<file path="config.mk">
export PLATFORM = sky130hd
export DESIGN_NAME = urx_top
export DESIGN_NICKNAME = d
export VERILOG_FILES = /design/src/verilog/urx_pkg.sv /design/src/verilog/urx_sampler.sv /design/src/verilog/urx_top.sv
export SDC_FILE = /design/constraint.sdc
export NUM_CORES = 1
export LEC_CHECK = 0
export BUFFER_PORTS_ARGS = -buffer_cell sky130_fd_sc_hd__buf_4
export CAP_MARGIN = 20
export CORE_AREA = 4 4 128 81
export CTS_CLUSTER_DIAMETER = 150
export CTS_CLUSTER_SIZE = 10
export DETAILED_ROUTE_END_ITERATION = 10
export DIE_AREA = 0 0 132 85
export PLACE_DENSITY = 0.78
export SETUP_SLACK_MARGIN = 0.02
export SKIP_LAST_GASP = 1
export SYNTH_ARGS = -nofsm -noshare
export SYNTH_HDL_FRONTEND = slang
export SYNTH_SLANG_ARGS = --single-unit
export TNS_END_PERCENT = 10
</file>
<file path="constraint.sdc">
create_clock -name clock -period 3.17 [get_ports clock]
set_input_delay 0.1585 -clock clock [delete_from_list [all_inputs] [get_ports clock]]
set_output_delay 0.1585 -clock clock [all_outputs]
set_load 0.02 [all_outputs]
</file>
<file path="src/verilog/urx_pkg.sv">
package urx_pkg;

	// ------------------------------------------------------------
	// Register offsets
	// ------------------------------------------------------------
	localparam logic [1:0] ADDR_DATA = 2'h0;
	localparam logic [1:0] ADDR_CSA  = 2'h1;
	localparam logic [1:0] ADDR_CSB  = 2'h2;
	localparam logic [1:0] ADDR_CSC  = 2'h3;

	// ------------------------------------------------------------
	// Field positions
	// ------------------------------------------------------------
	localparam int CSA_DONE      = 7;
	localparam int CSA_FRAME_ERR = 4;
	localparam int CSA_OVERRUN   = 3;
	localparam int CSA_PAR_ERR   = 2;
	localparam int CSA_DOUBLE    = 1;
	localparam int CSB_DONE_IE   = 7;
	localparam int CSB_RX_ON     = 4;
	localparam int CSB_SIZE2     = 2;
	localparam int CSB_RX_NINTH  = 1;
	localparam int CSB_TX_NINTH  = 0;
	localparam int CSC_PEN     = 5;
	localparam int CSC_PODD    = 4;
	localparam int CSC_STOP    = 3;
	localparam int CSC_SIZE_LO = 1;

	// ------------------------------------------------------------
	// Reset values
	// ------------------------------------------------------------
	localparam logic [7:0] CSA_RST = 8'h00;
	localparam logic [7:0] CSB_RST = 8'h00;
	localparam logic [7:0] CSC_RST = 8'h06;

	// ------------------------------------------------------------
	// Timing, frame sizes and buffer depth
	// ------------------------------------------------------------
	localparam int CLK_HZ     = 50_000_000;
	localparam int BAUD_HZ    = 9600;
	localparam int SAMPLE_DIV = CLK_HZ / (BAUD_HZ * 16);
	localparam logic [4:0] SPB_NORMAL   = 5'h10;
	localparam logic [4:0] SPB_DOUBLE   = 5'h08;
	localparam logic [4:0] VOTE_LO_NORM = 5'h08;
	localparam logic [4:0] VOTE_HI_NORM = 5'h0a;
	localparam logic [4:0] VOTE_LO_DBL  = 5'h04;
	localparam logic [4:0] VOTE_HI_DBL  = 5'h06;
	localparam logic [3:0] BITS_NINE    = 4'h9;
	localparam logic [3:0] BITS_FIVE    = 4'h5;
	localparam logic [1:0] FIFO_FULL    = 2'h2;

	// ------------------------------------------------------------
	// Types
	// ------------------------------------------------------------
	typedef enum logic [1:0] {URX_IDLE, URX_START, URX_BITS} urx_state_type;

	typedef struct packed {
		logic       double_speed_select;
		logic       par_en;
		logic       par_odd;
		logic [3:0] nbits;
	} urx_cfg_type;

	typedef struct packed {
		logic [8:0] data;
		logic       frame_error;
		logic       overrun;
		logic       parity_error;
	} urx_entry_type;

endpackage

</file>
<file path="src/verilog/urx_sampler.sv">
`timescale 1ns/100ps
module urx_sampler #(
	parameter int DIV = urx_pkg::SAMPLE_DIV
) (
	input  wire logic                   clock,
	input  wire logic                   rst,
	input  wire logic                   enable,
	input  wire logic                   rxd,
	input  wire urx_pkg::urx_cfg_type   cfg,
	output      logic                   start_pulse,
	output      logic                   done,
	output      urx_pkg::urx_entry_type frame
);

	// ------------------------------------------------------------
	// Sample rate divider
	// ------------------------------------------------------------
	logic [15:0]                 div_cnt;
	logic                        tick;
	urx_pkg::urx_state_type      state;
	logic [4:0]                  smp;
	logic [4:0]                  cur;
	logic [4:0]                  spb;
	logic [4:0]                  vlo;
	logic [4:0]                  vhi;
	logic [1:0]                  votes;
	logic                        maj;
	logic [3:0]                  bitn;
	logic [8:0]                  data;
	logic                        par_bit;
	logic                        idle_hi;

	assign tick = div_cnt == 16'(DIV - 1);

	always_ff @(posedge clock) begin
		if (rst || !enable || tick) begin
			div_cnt <= 16'h0000;
		end else begin
			div_cnt <= div_cnt + 16'h0001;
		end
	end

	// ------------------------------------------------------------
	// Sample windows and vote
	// ------------------------------------------------------------
	assign spb = cfg.double_speed_select ? urx_pkg::SPB_DOUBLE : urx_pkg::SPB_NORMAL;
	assign vlo = cfg.double_speed_select ? urx_pkg::VOTE_LO_DBL : urx_pkg::VOTE_LO_NORM;
	assign vhi = cfg.double_speed_select ? urx_pkg::VOTE_HI_DBL : urx_pkg::VOTE_HI_NORM;
	assign cur = (smp == spb) ? 5'h01 : smp + 5'h01;
	// Two of three centre samples win, which filters short spikes
	assign maj = (votes[1] & votes[0]) | (votes[1] & rxd) | (votes[0] & rxd);

	// ------------------------------------------------------------
	// Frame state machine
	// ------------------------------------------------------------
	always_ff @(posedge clock) begin
		if (rst || !enable) begin
			state       <= urx_pkg::URX_IDLE;
			smp         <= 5'h00;
			bitn        <= 4'h0;
			votes       <= 2'h0;
			data        <= 9'h000;
			par_bit     <= 1'b0;
			idle_hi     <= 1'b0;
			start_pulse <= 1'b0;
			done        <= 1'b0;
			frame       <= '0;
		end else begin
			start_pulse <= 1'b0;
			done        <= 1'b0;
			if (tick) begin
				unique case (state)
				urx_pkg::URX_IDLE: begin
					idle_hi <= rxd;
					if (idle_hi && !rxd) begin
						state <= urx_pkg::URX_START;
						smp   <= 5'h01;
						data  <= 9'h000;
					end
				end
				urx_pkg::URX_START: begin
					smp <= cur;
					if (cur >= vlo && cur < vhi) begin
						votes <= {votes[0], rxd};
					end
					if (cur == vhi) begin
						if (maj) begin
							state   <= urx_pkg::URX_IDLE;
							idle_hi <= 1'b1;
						end else begin
							state       <= urx_pkg::URX_BITS;
							bitn        <= 4'h0;
							start_pulse <= 1'b1;
						end
					end
				end
				urx_pkg::URX_BITS: begin
					smp <= cur;
					if (cur >= vlo && cur < vhi) begin
						votes <= {votes[0], rxd};
					end
					if (cur == vhi) begin
						bitn <= bitn + 4'h1;
						if (bitn < cfg.nbits) begin
							// Unused high bits stay zero from the start bit
							data[bitn] <= maj;
						end else if (cfg.par_en && bitn == cfg.nbits) begin
							par_bit <= maj;
						end else begin
							// Only the first stop bit is looked at
							state      <= urx_pkg::URX_IDLE;
							idle_hi    <= rxd;
							done       <= 1'b1;
							frame.data         <= data;
							frame.frame_error  <= ~maj;
							frame.overrun      <= 1'b0;
							frame.parity_error <= cfg.par_en & (par_bit ^ (^data) ^ cfg.par_odd);
						end
					end
				end
				endcase
			end
		end
	end
endmodule

</file>
<file path="src/verilog/urx_top.sv">
`timescale 1ns/100ps
module urx_top #(
	parameter int DIV = urx_pkg::SAMPLE_DIV
) (
	input  wire logic       clock,
	input  wire logic       rst,
	input  wire logic [1:0] addr,
	input  wire logic [7:0] wdata,
	input  wire logic       wr,
	input  wire logic       rd,
	output      logic [7:0] rdata,
	input  wire logic       rxd,
	output      logic       irq,
	output      logic       rxd_owned
);

	// ------------------------------------------------------------
	// Declarations
	// ------------------------------------------------------------
	logic                   rxd_meta;
	logic                   rxd_sync;
	logic                   double_speed_select;
	logic                   receive_complete_irq_enable;
	logic                   receiver_enable;
	logic                   txb9;
	logic                   size2;
	logic                   par_en;
	logic                   par_odd;
	logic                   stop2;
	logic [1:0]             size_lo;
	urx_pkg::urx_cfg_type   cfg;
	logic                   start_pulse;
	logic                   done;
	urx_pkg::urx_entry_type sframe;
	urx_pkg::urx_entry_type mem [2];
	logic                   rptr;
	logic [1:0]             cnt;
	logic [1:0]             next_cnt;
	logic                   pend_valid;
	urx_pkg::urx_entry_type pend;
	logic                   lost;
	urx_pkg::urx_entry_type head;
	urx_pkg::urx_entry_type push_entry;
	logic                   wr_csa;
	logic                   wr_csb;
	logic                   wr_csc;
	logic                   rd_data;
	logic                   pop;
	logic                   can_push;
	logic                   push;
	logic                   overrun;
	logic                   wptr;
	logic                   receive_complete_flag;
	logic                   frame_error_flag;
	logic                   overrun_flag;
	logic                   parity_error_flag;
	logic [7:0]             csa_val;
	logic [7:0]             csb_val;
	logic [7:0]             csc_val;
	logic [7:0]             data_val;
	logic [7:0]             read_val;

	// ------------------------------------------------------------
	// Input synchroniser
	// ------------------------------------------------------------
	// The pin is asynchronous to the clock; two stages before use
	always_ff @(posedge clock) begin
		if (rst) begin
			rxd_meta <= 1'b1;
			rxd_sync <= 1'b1;
		end else begin
			rxd_meta <= rxd;
			rxd_sync <= rxd_meta;
		end
	end

	// ------------------------------------------------------------
	// Address decode
	// ------------------------------------------------------------
	assign wr_csa  = wr && addr == urx_pkg::ADDR_CSA;
	assign wr_csb  = wr && addr == urx_pkg::ADDR_CSB;
	assign wr_csc  = wr && addr == urx_pkg::ADDR_CSC;
	assign rd_data = rd && addr == urx_pkg::ADDR_DATA;

	// ------------------------------------------------------------
	// Control registers
	// ------------------------------------------------------------
	always_ff @(posedge clock) begin
		if (rst) begin
			double_speed_select         <= urx_pkg::CSA_RST[urx_pkg::CSA_DOUBLE];
			receive_complete_irq_enable <= urx_pkg::CSB_RST[urx_pkg::CSB_DONE_IE];
			receiver_enable             <= urx_pkg::CSB_RST[urx_pkg::CSB_RX_ON];
			size2   <= urx_pkg::CSB_RST[urx_pkg::CSB_SIZE2];
			txb9    <= urx_pkg::CSB_RST[urx_pkg::CSB_TX_NINTH];
			par_en  <= urx_pkg::CSC_RST[urx_pkg::CSC_PEN];
			par_odd <= urx_pkg::CSC_RST[urx_pkg::CSC_PODD];
			stop2   <= urx_pkg::CSC_RST[urx_pkg::CSC_STOP];
			size_lo <= urx_pkg::CSC_RST[urx_pkg::CSC_SIZE_LO +: 2];
		end else begin
			if (wr_csa) begin
				// Error bit positions are not stored from a write
				double_speed_select <= wdata[urx_pkg::CSA_DOUBLE];
			end
			if (wr_csb) begin
				receive_complete_irq_enable <= wdata[urx_pkg::CSB_DONE_IE];
				receiver_enable             <= wdata[urx_pkg::CSB_RX_ON];
				size2                       <= wdata[urx_pkg::CSB_SIZE2];
				txb9                        <= wdata[urx_pkg::CSB_TX_NINTH];
			end
			if (wr_csc) begin
				par_en  <= wdata[urx_pkg::CSC_PEN];
				par_odd <= wdata[urx_pkg::CSC_PODD];
				stop2   <= wdata[urx_pkg::CSC_STOP];
				size_lo <= wdata[urx_pkg::CSC_SIZE_LO +: 2];
			end
		end
	end

	// Only the first stop bit is checked, so stop2 feeds no receive logic
	assign cfg.double_speed_select = double_speed_select;
	assign cfg.par_en  = par_en;
	assign cfg.par_odd = par_odd;
	assign cfg.nbits   = size2 ? urx_pkg::BITS_NINE : urx_pkg::BITS_FIVE + {2'h0, size_lo};

	// ------------------------------------------------------------
	// Clock and data recovery
	// ------------------------------------------------------------
	urx_sampler #(
		.DIV (DIV)
	) u_sampler (
		.clock       (clock),
		.rst         (rst),
		.enable      (receiver_enable),
		.rxd         (rxd_sync),
		.cfg         (cfg),
		.start_pulse (start_pulse),
		.done        (done),
		.frame       (sframe)
	);

	// ------------------------------------------------------------
	// Two-entry buffer plus waiting shift register
	// ------------------------------------------------------------
	assign head     = mem[rptr];
	assign pop      = rd_data && cnt != 2'h0;
	assign can_push = cnt != urx_pkg::FIFO_FULL || pop;
	assign push     = receiver_enable && (done || pend_valid) && can_push;
	assign overrun  = start_pulse && pend_valid && !can_push;
	assign wptr     = rptr ^ cnt[0];
	assign next_cnt = cnt + 2'(push) - 2'(pop);

	// The overrun mark rides on the next frame that gets in
	always_comb begin
		push_entry     = done ? sframe : pend;
		push_entry.overrun = lost;
	end

	always_ff @(posedge clock) begin
		if (push) begin
			mem[wptr] <= push_entry;
		end
	end

	always_ff @(posedge clock) begin
		if (rst || !receiver_enable) begin
			cnt        <= 2'h0;
			rptr       <= 1'b0;
			pend_valid <= 1'b0;
			pend       <= '0;
			lost       <= 1'b0;
		end else begin
			cnt <= next_cnt;
			if (pop) begin
				rptr <= ~rptr;
			end
			if (overrun) begin
				// The new start bit overwrites the waiting frame
				pend_valid <= 1'b0;
				lost       <= 1'b1;
			end else if (done && !can_push) begin
				pend_valid <= 1'b1;
				pend       <= sframe;
			end else if (push && !done) begin
				pend_valid <= 1'b0;
			end
			if (push) begin
				lost <= 1'b0;
			end
		end
	end

	// ------------------------------------------------------------
	// Status and read mux
	// ------------------------------------------------------------
	assign receive_complete_flag = cnt != 2'h0;
	assign frame_error_flag      = receive_complete_flag & head.frame_error;
	assign overrun_flag          = receive_complete_flag & head.overrun;
	assign parity_error_flag     = receive_complete_flag & head.parity_error & par_en;

	assign csa_val  = 8'(receive_complete_flag) << urx_pkg::CSA_DONE
	                | 8'(frame_error_flag) << urx_pkg::CSA_FRAME_ERR
	                | 8'(overrun_flag) << urx_pkg::CSA_OVERRUN
	                | 8'(parity_error_flag) << urx_pkg::CSA_PAR_ERR
	                | 8'(double_speed_select) << urx_pkg::CSA_DOUBLE;
	assign csb_val  = 8'(receive_complete_irq_enable) << urx_pkg::CSB_DONE_IE
	                | 8'(receiver_enable) << urx_pkg::CSB_RX_ON
	                | 8'(size2) << urx_pkg::CSB_SIZE2
	                | 8'(receive_complete_flag & head.data[8]) << urx_pkg::CSB_RX_NINTH
	                | 8'(txb9) << urx_pkg::CSB_TX_NINTH;
	assign csc_val  = 8'(par_en) << urx_pkg::CSC_PEN
	                | 8'(par_odd) << urx_pkg::CSC_PODD
	                | 8'(stop2) << urx_pkg::CSC_STOP
	                | 8'(size_lo) << urx_pkg::CSC_SIZE_LO;
	assign data_val = receive_complete_flag ? head.data[7:0] : 8'h00;

	always_comb begin
		unique case (addr)
		urx_pkg::ADDR_DATA: read_val = data_val;
		urx_pkg::ADDR_CSA:  read_val = csa_val;
		urx_pkg::ADDR_CSB:  read_val = csb_val;
		urx_pkg::ADDR_CSC:  read_val = csc_val;
		endcase
	end

	// ------------------------------------------------------------
	// Registered outputs
	// ------------------------------------------------------------
	always_ff @(posedge clock) begin
		if (rst) begin
			rdata     <= 8'h00;
			irq       <= 1'b0;
			rxd_owned <= 1'b0;
		end else begin
			rdata     <= rd ? read_val : 8'h00;
			// Error flags are left out of the request on purpose
			irq       <= receive_complete_flag & receive_complete_irq_enable;
			rxd_owned <= receiver_enable;
		end
	end
endmodule

</file>
* Word level (Yosys, flattened, before mapping)
Memory sizes are Yosys's and may differ from the RTL's. A register that Yosys moved wholly into a read port is not among the register bits.
Cells that the tools add are included.
** Operators by class
- Add/sub/neg operators :: 6
- Bitwise operators :: 36
- Reductions and logical operators :: 45
- Mux-type cells :: 42
- Order comparisons :: 5
- Eq/ne operators :: 18
** Operators by type and width (count)
- $pmux W8 S4 :: 1
- $mux W9 :: 3
- $mux W4 :: 6
- $reduce_and A5 Y1 :: 4
- $pmux W9 S2 :: 1
- $add A16 B1 Y16 const B :: 1
- $eq A16 B9 Y1 const B :: 1
- $or A8 B2 Y8 :: 2
- $or A8 B3 Y8 :: 2
- $or A8 B5 Y8 :: 2
- $logic_and A1 B1 Y1 :: 15
- $mux W5 :: 3
- $mux W1 :: 14
- $mux W12 :: 1
- $mux W2 :: 6
- $reduce_and A6 Y1 :: 2
- $and A1 B1 Y1 :: 10
- $eq A5 B5 Y1 :: 2
- $ne A2 B1 Y1 const B :: 5
- $not A1 Y1 :: 10
- $pmux W5 S2 :: 1
- $bwmux W9 :: 1
- $reduce_xor A9 Y1 :: 1
- $mux W8 :: 1
- 34 further kinds :: 57
** Storage, ports and cells
- Bits of input ports :: 15
- Output and inout port bits :: 10
- Memories :: 1
- RAM bits :: 24
- Logic and storage cells :: 187
- Register bits :: 91
** Memories
- mem :: depth 2, bits a word 12, rd ports 1, clocked after Yosys merged registers in 1, wr ports 1, line urx_top.sv:35 : urx_pkg::urx_entry_type mem [2];

* Depth between registers and ports, before layout
- Word-level depth :: 8
- Depth in mapped cells :: 13
- Depth with buffers taken out :: 13

* Cells and area by module
From an unflattened synthesis, not the netlist that was laid out.
** Second synthesis, totals
- Cells, all modules :: 571
- Area total of the unflattened synthesis :: 5565.3 sq um
** Modules (own cells, without submodules)
- urx_sampler :: times used 1, seq. area each 1061.0 sq um, cells each 329, area an instance 2847.7 sq um
- urx_top :: times used 1, seq. area each 1501.4 sq um, cells each 242, area an instance 2717.6 sq um

* Least setup slack after synthesis
Ideal clock, no wire load.
- Kind :: register to register
- From :: register u_sampler.smp[0]
- To :: register u_sampler.votes[1]
- Period minus slack after synthesis :: 2.684 ns
- Arrival time :: 2.557 ns
- Setup time :: 0.128 ns
- Required time :: 3.042 ns
- Stages on the path, launching flop included :: 14
- Setup slack :: 0.486 ns
- Path buffers :: 0
- Path through :: dfxtp_1 > inv_1 > ha_1 > and4b_1 > a31oi_1 > nand2_1 > mux2i_1 > ha_1 > a211oi_1 > nand2_1 > a211oi_1 > o211ai_1 > mux2i_1 > nor2_1
** Between the ends
- Word-level cells in the longest chain between the ends :: 5
- Elaborated cells on any way between the ends :: 7
- Those cells by class :: add/sub: 1; order compare: 2; eq/ne: 1; mux: 1; reduce/logical: 2
** Ends and longest elaborated chain
- start: declaration :: line urx_sampler.sv:21 : logic [4:0] smp;
- start signal: assignment :: line urx_sampler.sv:82 : smp <= cur;
- start signal: assignment :: line urx_sampler.sv:98 : smp <= cur;
- $add A5 B1 Y5 or $eq A5 B5 Y1 (tied branches) :: line urx_sampler.sv:49 : assign cur = (smp == spb) ? 5'h01 : smp + 5'h01;
- $mux W5 * :: line urx_sampler.sv:49
- $ge A5 B5 Y1 or $lt A5 B5 Y1 (tied branches) :: line urx_sampler.sv:83, urx_sampler.sv:99
- $logic_and A1 B1 Y1 * :: line urx_sampler.sv:83, urx_sampler.sv:99
- $reduce_and A3 Y1 (no line) *
- end signal: assignment :: line urx_sampler.sv:84 : votes <= {votes[0], rxd};
- end signal: assignment :: line urx_sampler.sv:100 : votes <= {votes[0], rxd};
- end: declaration :: line urx_sampler.sv:26 : logic [1:0] votes;
Every way passes the cells marked *; elsewhere a longest branch is shown, timed or not.
A chain may end at the register's enable or synchronous reset.

* Worst setup path after layout
- From :: register u_sampler.smp[1]
- To :: register u_sampler.data[8]
** Between the ends
- Word-level cells in the longest chain between the ends :: 5
- Elaborated cells on any way between the ends :: 6
- Those cells by class :: add/sub: 1; eq/ne: 3; mux: 1; reduce/logical: 1
** Ends and longest elaborated chain
- $add A5 B1 Y5 or $eq A5 B5 Y1 (tied branches) :: line urx_sampler.sv:49
- $mux W5 * :: line urx_sampler.sv:49
- $eq A5 B5 Y1 * :: line urx_sampler.sv:102 : if (cur == vhi) begin
- $ne A2 B1 Y1 (no line) *
- $reduce_and A5 Y1 (no line) *
- end signal: indexed assignment :: line urx_sampler.sv:106 : data[bitn] <= maj;
- end: declaration :: line urx_sampler.sv:29 : logic [8:0] data;
Marks and branches as above.

==> summary.md <==
| Metric | Value |
|---|---|
| Final net count | `632` |
| Seq cells post-synth | `116` |
| Synth cell types | `63` |
| PortBufs | `23` |
| Total grt overflow | `0` |
| Hold_sp | `wdata[2]` |
| Period utilization | `94.13%` |
| Chip width | `132 µm` |
| Worst slew margin | `35.97%` |
| Drt first-iter violations | `433` |
| # setup viols final | `0` |
| Total stage count of the critical path | `11` |
| Post-placement cell count | `686` |
| Psw | `748.0 µW` |
| Peak Freq | `0.3351 GHz` |
| Total number of vias | `4373` |
| Final setup TNS | `0 ns` |
| Initial antenna violation count | `0` |
| Seq pwr share | `42.8%` |
| Post-route ant nets | `0` |
| H-tree Lvls | `4` |
| Drt drc | `0` |
| Initial core utilization | `60.61%` |
| # diodes | `0` |
| Total GRT Usage | `24.06%` |
| Startpoint Class | `register` |
| Mapped Cells | `566` |
| WL met3 | `914 µm` |
| First-pass GRT wire length | `21.38 mm` |
| I/O Pins | `25` |
| Worst path max stage delay | `0.43 ns` |
| Clk_skew | `0.006692 ns` |
| Mean number of vias per cell | `6.040` |
| Pin count of the biggest net entering global routing | `28` |
| Final Hold Vio Count | `0` |
| CP Capture Type | `register` |
| Synthesized Nets | `603` |
| Async set-reset flop share out of synthesis | `0%` |
| Reg2reg path depth | `11` |
| Clock buffer depth | `2` |
| Die area | `11220 µm²` |
| Final Non-Filler Cells | `724` |
| IR drop worst, VDD | `0.0003986 V` |
| Arrival @ worst endpoint | `3.31 ns` |
| Placer Congestion | `0.8659` |
| Tot Pwr | `3.540 mW` |
| Result of the run | `finished, final reports clean` |
| Worst-margin pin slew | `0.9560 ns` |
| Internal power | `2.792 mW` |
| Post-synth EDFFs | `24` |
| Skew-Pair Late Insertion Delay | `0.42 ns` |
| Cell Area, Synth | `5508 µm²` |
| Pins Over Slew Limit | `0` |
| YS warnings | `0` |
| Pre-antenna DRT Iters | `7` |
| Slowest CP cell | `nor4_1` |
| FF-to-FF End | `u_sampler.data[8]$_SDFFE_PP0P_` |
| Worst Hold Class | `primary input to register` |
| Worst R2R Start | `u_sampler.smp[1]$_SDFFE_PP0P_` |
| Final WS setup | `0.1861 ns` |
| CTS clk-pin slew, worst paths | `0.05 ns` |
| Row count | `27` |
| Crit Path Class | `register to register` |
| Die Height | `85 µm` |
| Crit-path cells | `inv_1, ha_1, and4b_1, a31oi_2, nand2_1, mux2i_2, ha_1, o2111ai_4, nor4_1, mux2_2, a21oi_1` |
| Max Used Layer | `met4` |
| DRT met1 WL | `6.166 mm` |
| Metal2 WL | `5.625 mm` |
| Crit path buf inv count | `1` |
| Worst Hold Slack | `0.01667 ns` |
| Combinational Power Share | `2.4%` |
| Min Tclk post-route | `2.984 ns` |
| Crit path required time | `3.50 ns` |
| P&R area growth vs syn | `17.06%` |
| Core box area | `9087 µm²` |
| Post-DP HPWL | `8.751 mm` |
| Routed WL per cell | `17.88 µm` |
| Sink Count | `116` |
| Crit-path max FO | `7` |
| Clk root buf | `clkbuf_16` |
| Maxcap violations | `0` |
| Vias in the first global route | `4236` |
| Clock power share | `54.7%` |
| Main synth FF type | `dfxtp_1` |
| CP Launch Point | `u_sampler.smp[1]$_SDFFE_PP0P_` |
| CP top delay family | `simple AND/OR/NAND/NOR gates` |
| Sequential area share after synthesis | `46.52%` |
| Leak | `2.343 nW` |
| Worst R2R Setup Slack | `0.19 ns` |
| Pre-CTS setup slack | `0.1503 ns` |
| Pwr dens | `549.1 nW/µm²` |
| Layout cells sized above 1 | `17.43%` |
| RSZ-0062 raised after global routing | `false` |
| Setup crit end | `u_sampler.data[8]$_SDFFE_PP0P_` |
| Drt total wl | `12.94 mm` |
| CP dominant cell by count | `ha_1` |
| TritonCTS clock tree | `yes` |
| Sw frac | `21.13%` |
| Total CTS buffers | `17` |
| Synth Area per Inst | `9.731 µm²` |
-- synthesized netlist by cell type (2+ instances only) --
cell       instances  area (µm²)
nor2_1            60       225.2
clkbuf_1          18       67.56
ha_1              22       275.3
o21a_1             3       22.52
nor2b_1            4       25.02
inv_1             20       75.07
o211ai_1           2       15.01
xor2_1            11       96.34
or2_2              6       37.54
xnor2_1           15       131.4
a211oi_1           3       22.52
a211o_1            2       17.52
or3_1              3       18.77
a31oi_1            4       25.02
nor3_1            14       70.07
edfxtp_1          24       720.7
a21oi_1           29       145.1
mux2i_1           32       320.3
nor3b_1            6       45.04
nor4b_1            3       26.28
o21ai_0           21       105.1
mux2_2            23       259.0
nand3_1           38       190.2
dfxtp_1           92        1842
nand2_1           46       172.7
nand3b_1           2       15.01
nor4b_2            2       30.03
buf_1              2       7.510
a22oi_1            4       30.03
a2111oi_0          2       17.52
nand4_1            7       43.79
nand2b_1           5       31.28
o21ai_1            3       15.01
and3_1             5       31.28
buf_2              5       25.02
-- cell usage in the layout, fill, tap and decap left out, types with 5 or more instances in the layout --
cell type       n
edfxtp_1       24
clkbuf_16      17
inv_1          20
o21ai_0        21
xnor2_1        15
nor2_1         60
a21oi_1        29
nor3_1         13
nand4_1         7
dfxtp_1        92
nand2b_1        5
or2_2           6
nand3_1        38
nand2_1        46
dlygate4sd3_1   5
nor3b_1         6
and3_1          5
xor2_1         11
mux2i_1        31
ha_1           22
mux2_2         23
buf_4          30
-- power groups by stage --
stage | clock network, mW | logic (mW) | registers (mW)
floorplan | 0 | 0.0495 | 1.55
global placement | 0 | 0.0765 | 1.55
detailed placement | 0 | 0.0789 | 1.55
CTS | 1.95 | 0.0848 | 1.52
global route | 2.03 | 0.0948 | 1.52
finish | 1.94 | 0.0862 | 1.52
-- worst reg2reg max path: stages (launching register included) --
cell and delay [ns]:
dfxtp_1 0.39, inv_1 0.07, ha_1 0.23, and4b_1 0.20, a31oi_2 0.25, nand2_1 0.11
mux2i_2 0.22, ha_1 0.26, o2111ai_4 0.22, nor4_1 0.43, mux2_2 0.39, a21oi_1 0.14
-- repair_timing --
action / CTS / global route
endpoints found under the setup margin: 0 / 16
setup buffers: 0 / 0
hold buffers: 5 / 0
resized for setup: 0 / 4
endpoints found under the hold margin: 5 / 0
-- flip-flops by register name, indices dropped and copies added, names as in the netlist, 4 cells and up, named ones only --
register and count:
u_sampler.bitn 4, rdata 8, u_sampler.smp 5, u_sampler.frame 11, u_sampler.data 9, u_sampler.div_cnt 16, mem 24, pend 11
-- cell type report --
type | count | area (µm²)
multi-input combinational | 404 | 2781
fill | 633 | 2640
sequential | 116 | 2562
clock buffer | 18 | 439.2
timing repair buffer | 36 | 282.8
clock inverter | 14 | 161.4
tap | 116 | 145.1
inverter | 20 | 75.07
-- logic make-up (layout without fill, tap and decap cells) --
group,Yosys count,count (layout),synth area share (%)
compound gates,86,86,10.06
simple gates,213,213,19.79
mux,56,56,10.93
flops,116,116,46.52
buf+inv,46,88,3.385
xor+xnor,26,26,4.135
fa+ha+maj,23,23,5.179
-- metal layers --
layer	up-vias	GRT usage [%]
met5	-	0
met4	0	10.20
met3	27	7.761
met2	164	35.35
met1	2111	32.76
li1	2071	-
-- metrics by stage --
step	cell area (µm²)	utilization [%]
4_1_cts	6417	70.62
5_1_grt	6447	70.95
2_1_floorplan	5508	-
6_report	6447	70.95
3_5_place_dp	5767	63.46
3_3_place_gp	5767	63.46
-- how the worst min path moves through the flow --
stage	cells past startpoint	to
2_1_floorplan	1	size_lo[0]$_SDFFE_PP1P_
5_1_grt	3	txb9$_SDFFE_PP0P_
4_1_cts	3	txb9$_SDFFE_PP0P_
6_report	3	size2$_SDFFE_PP0P_
3_3_place_gp	2	rxd_meta$_SDFF_PP1_
3_5_place_dp	2	rxd_meta$_SDFF_PP1_
No activity file was read; power rests on OpenSTA's default activity.
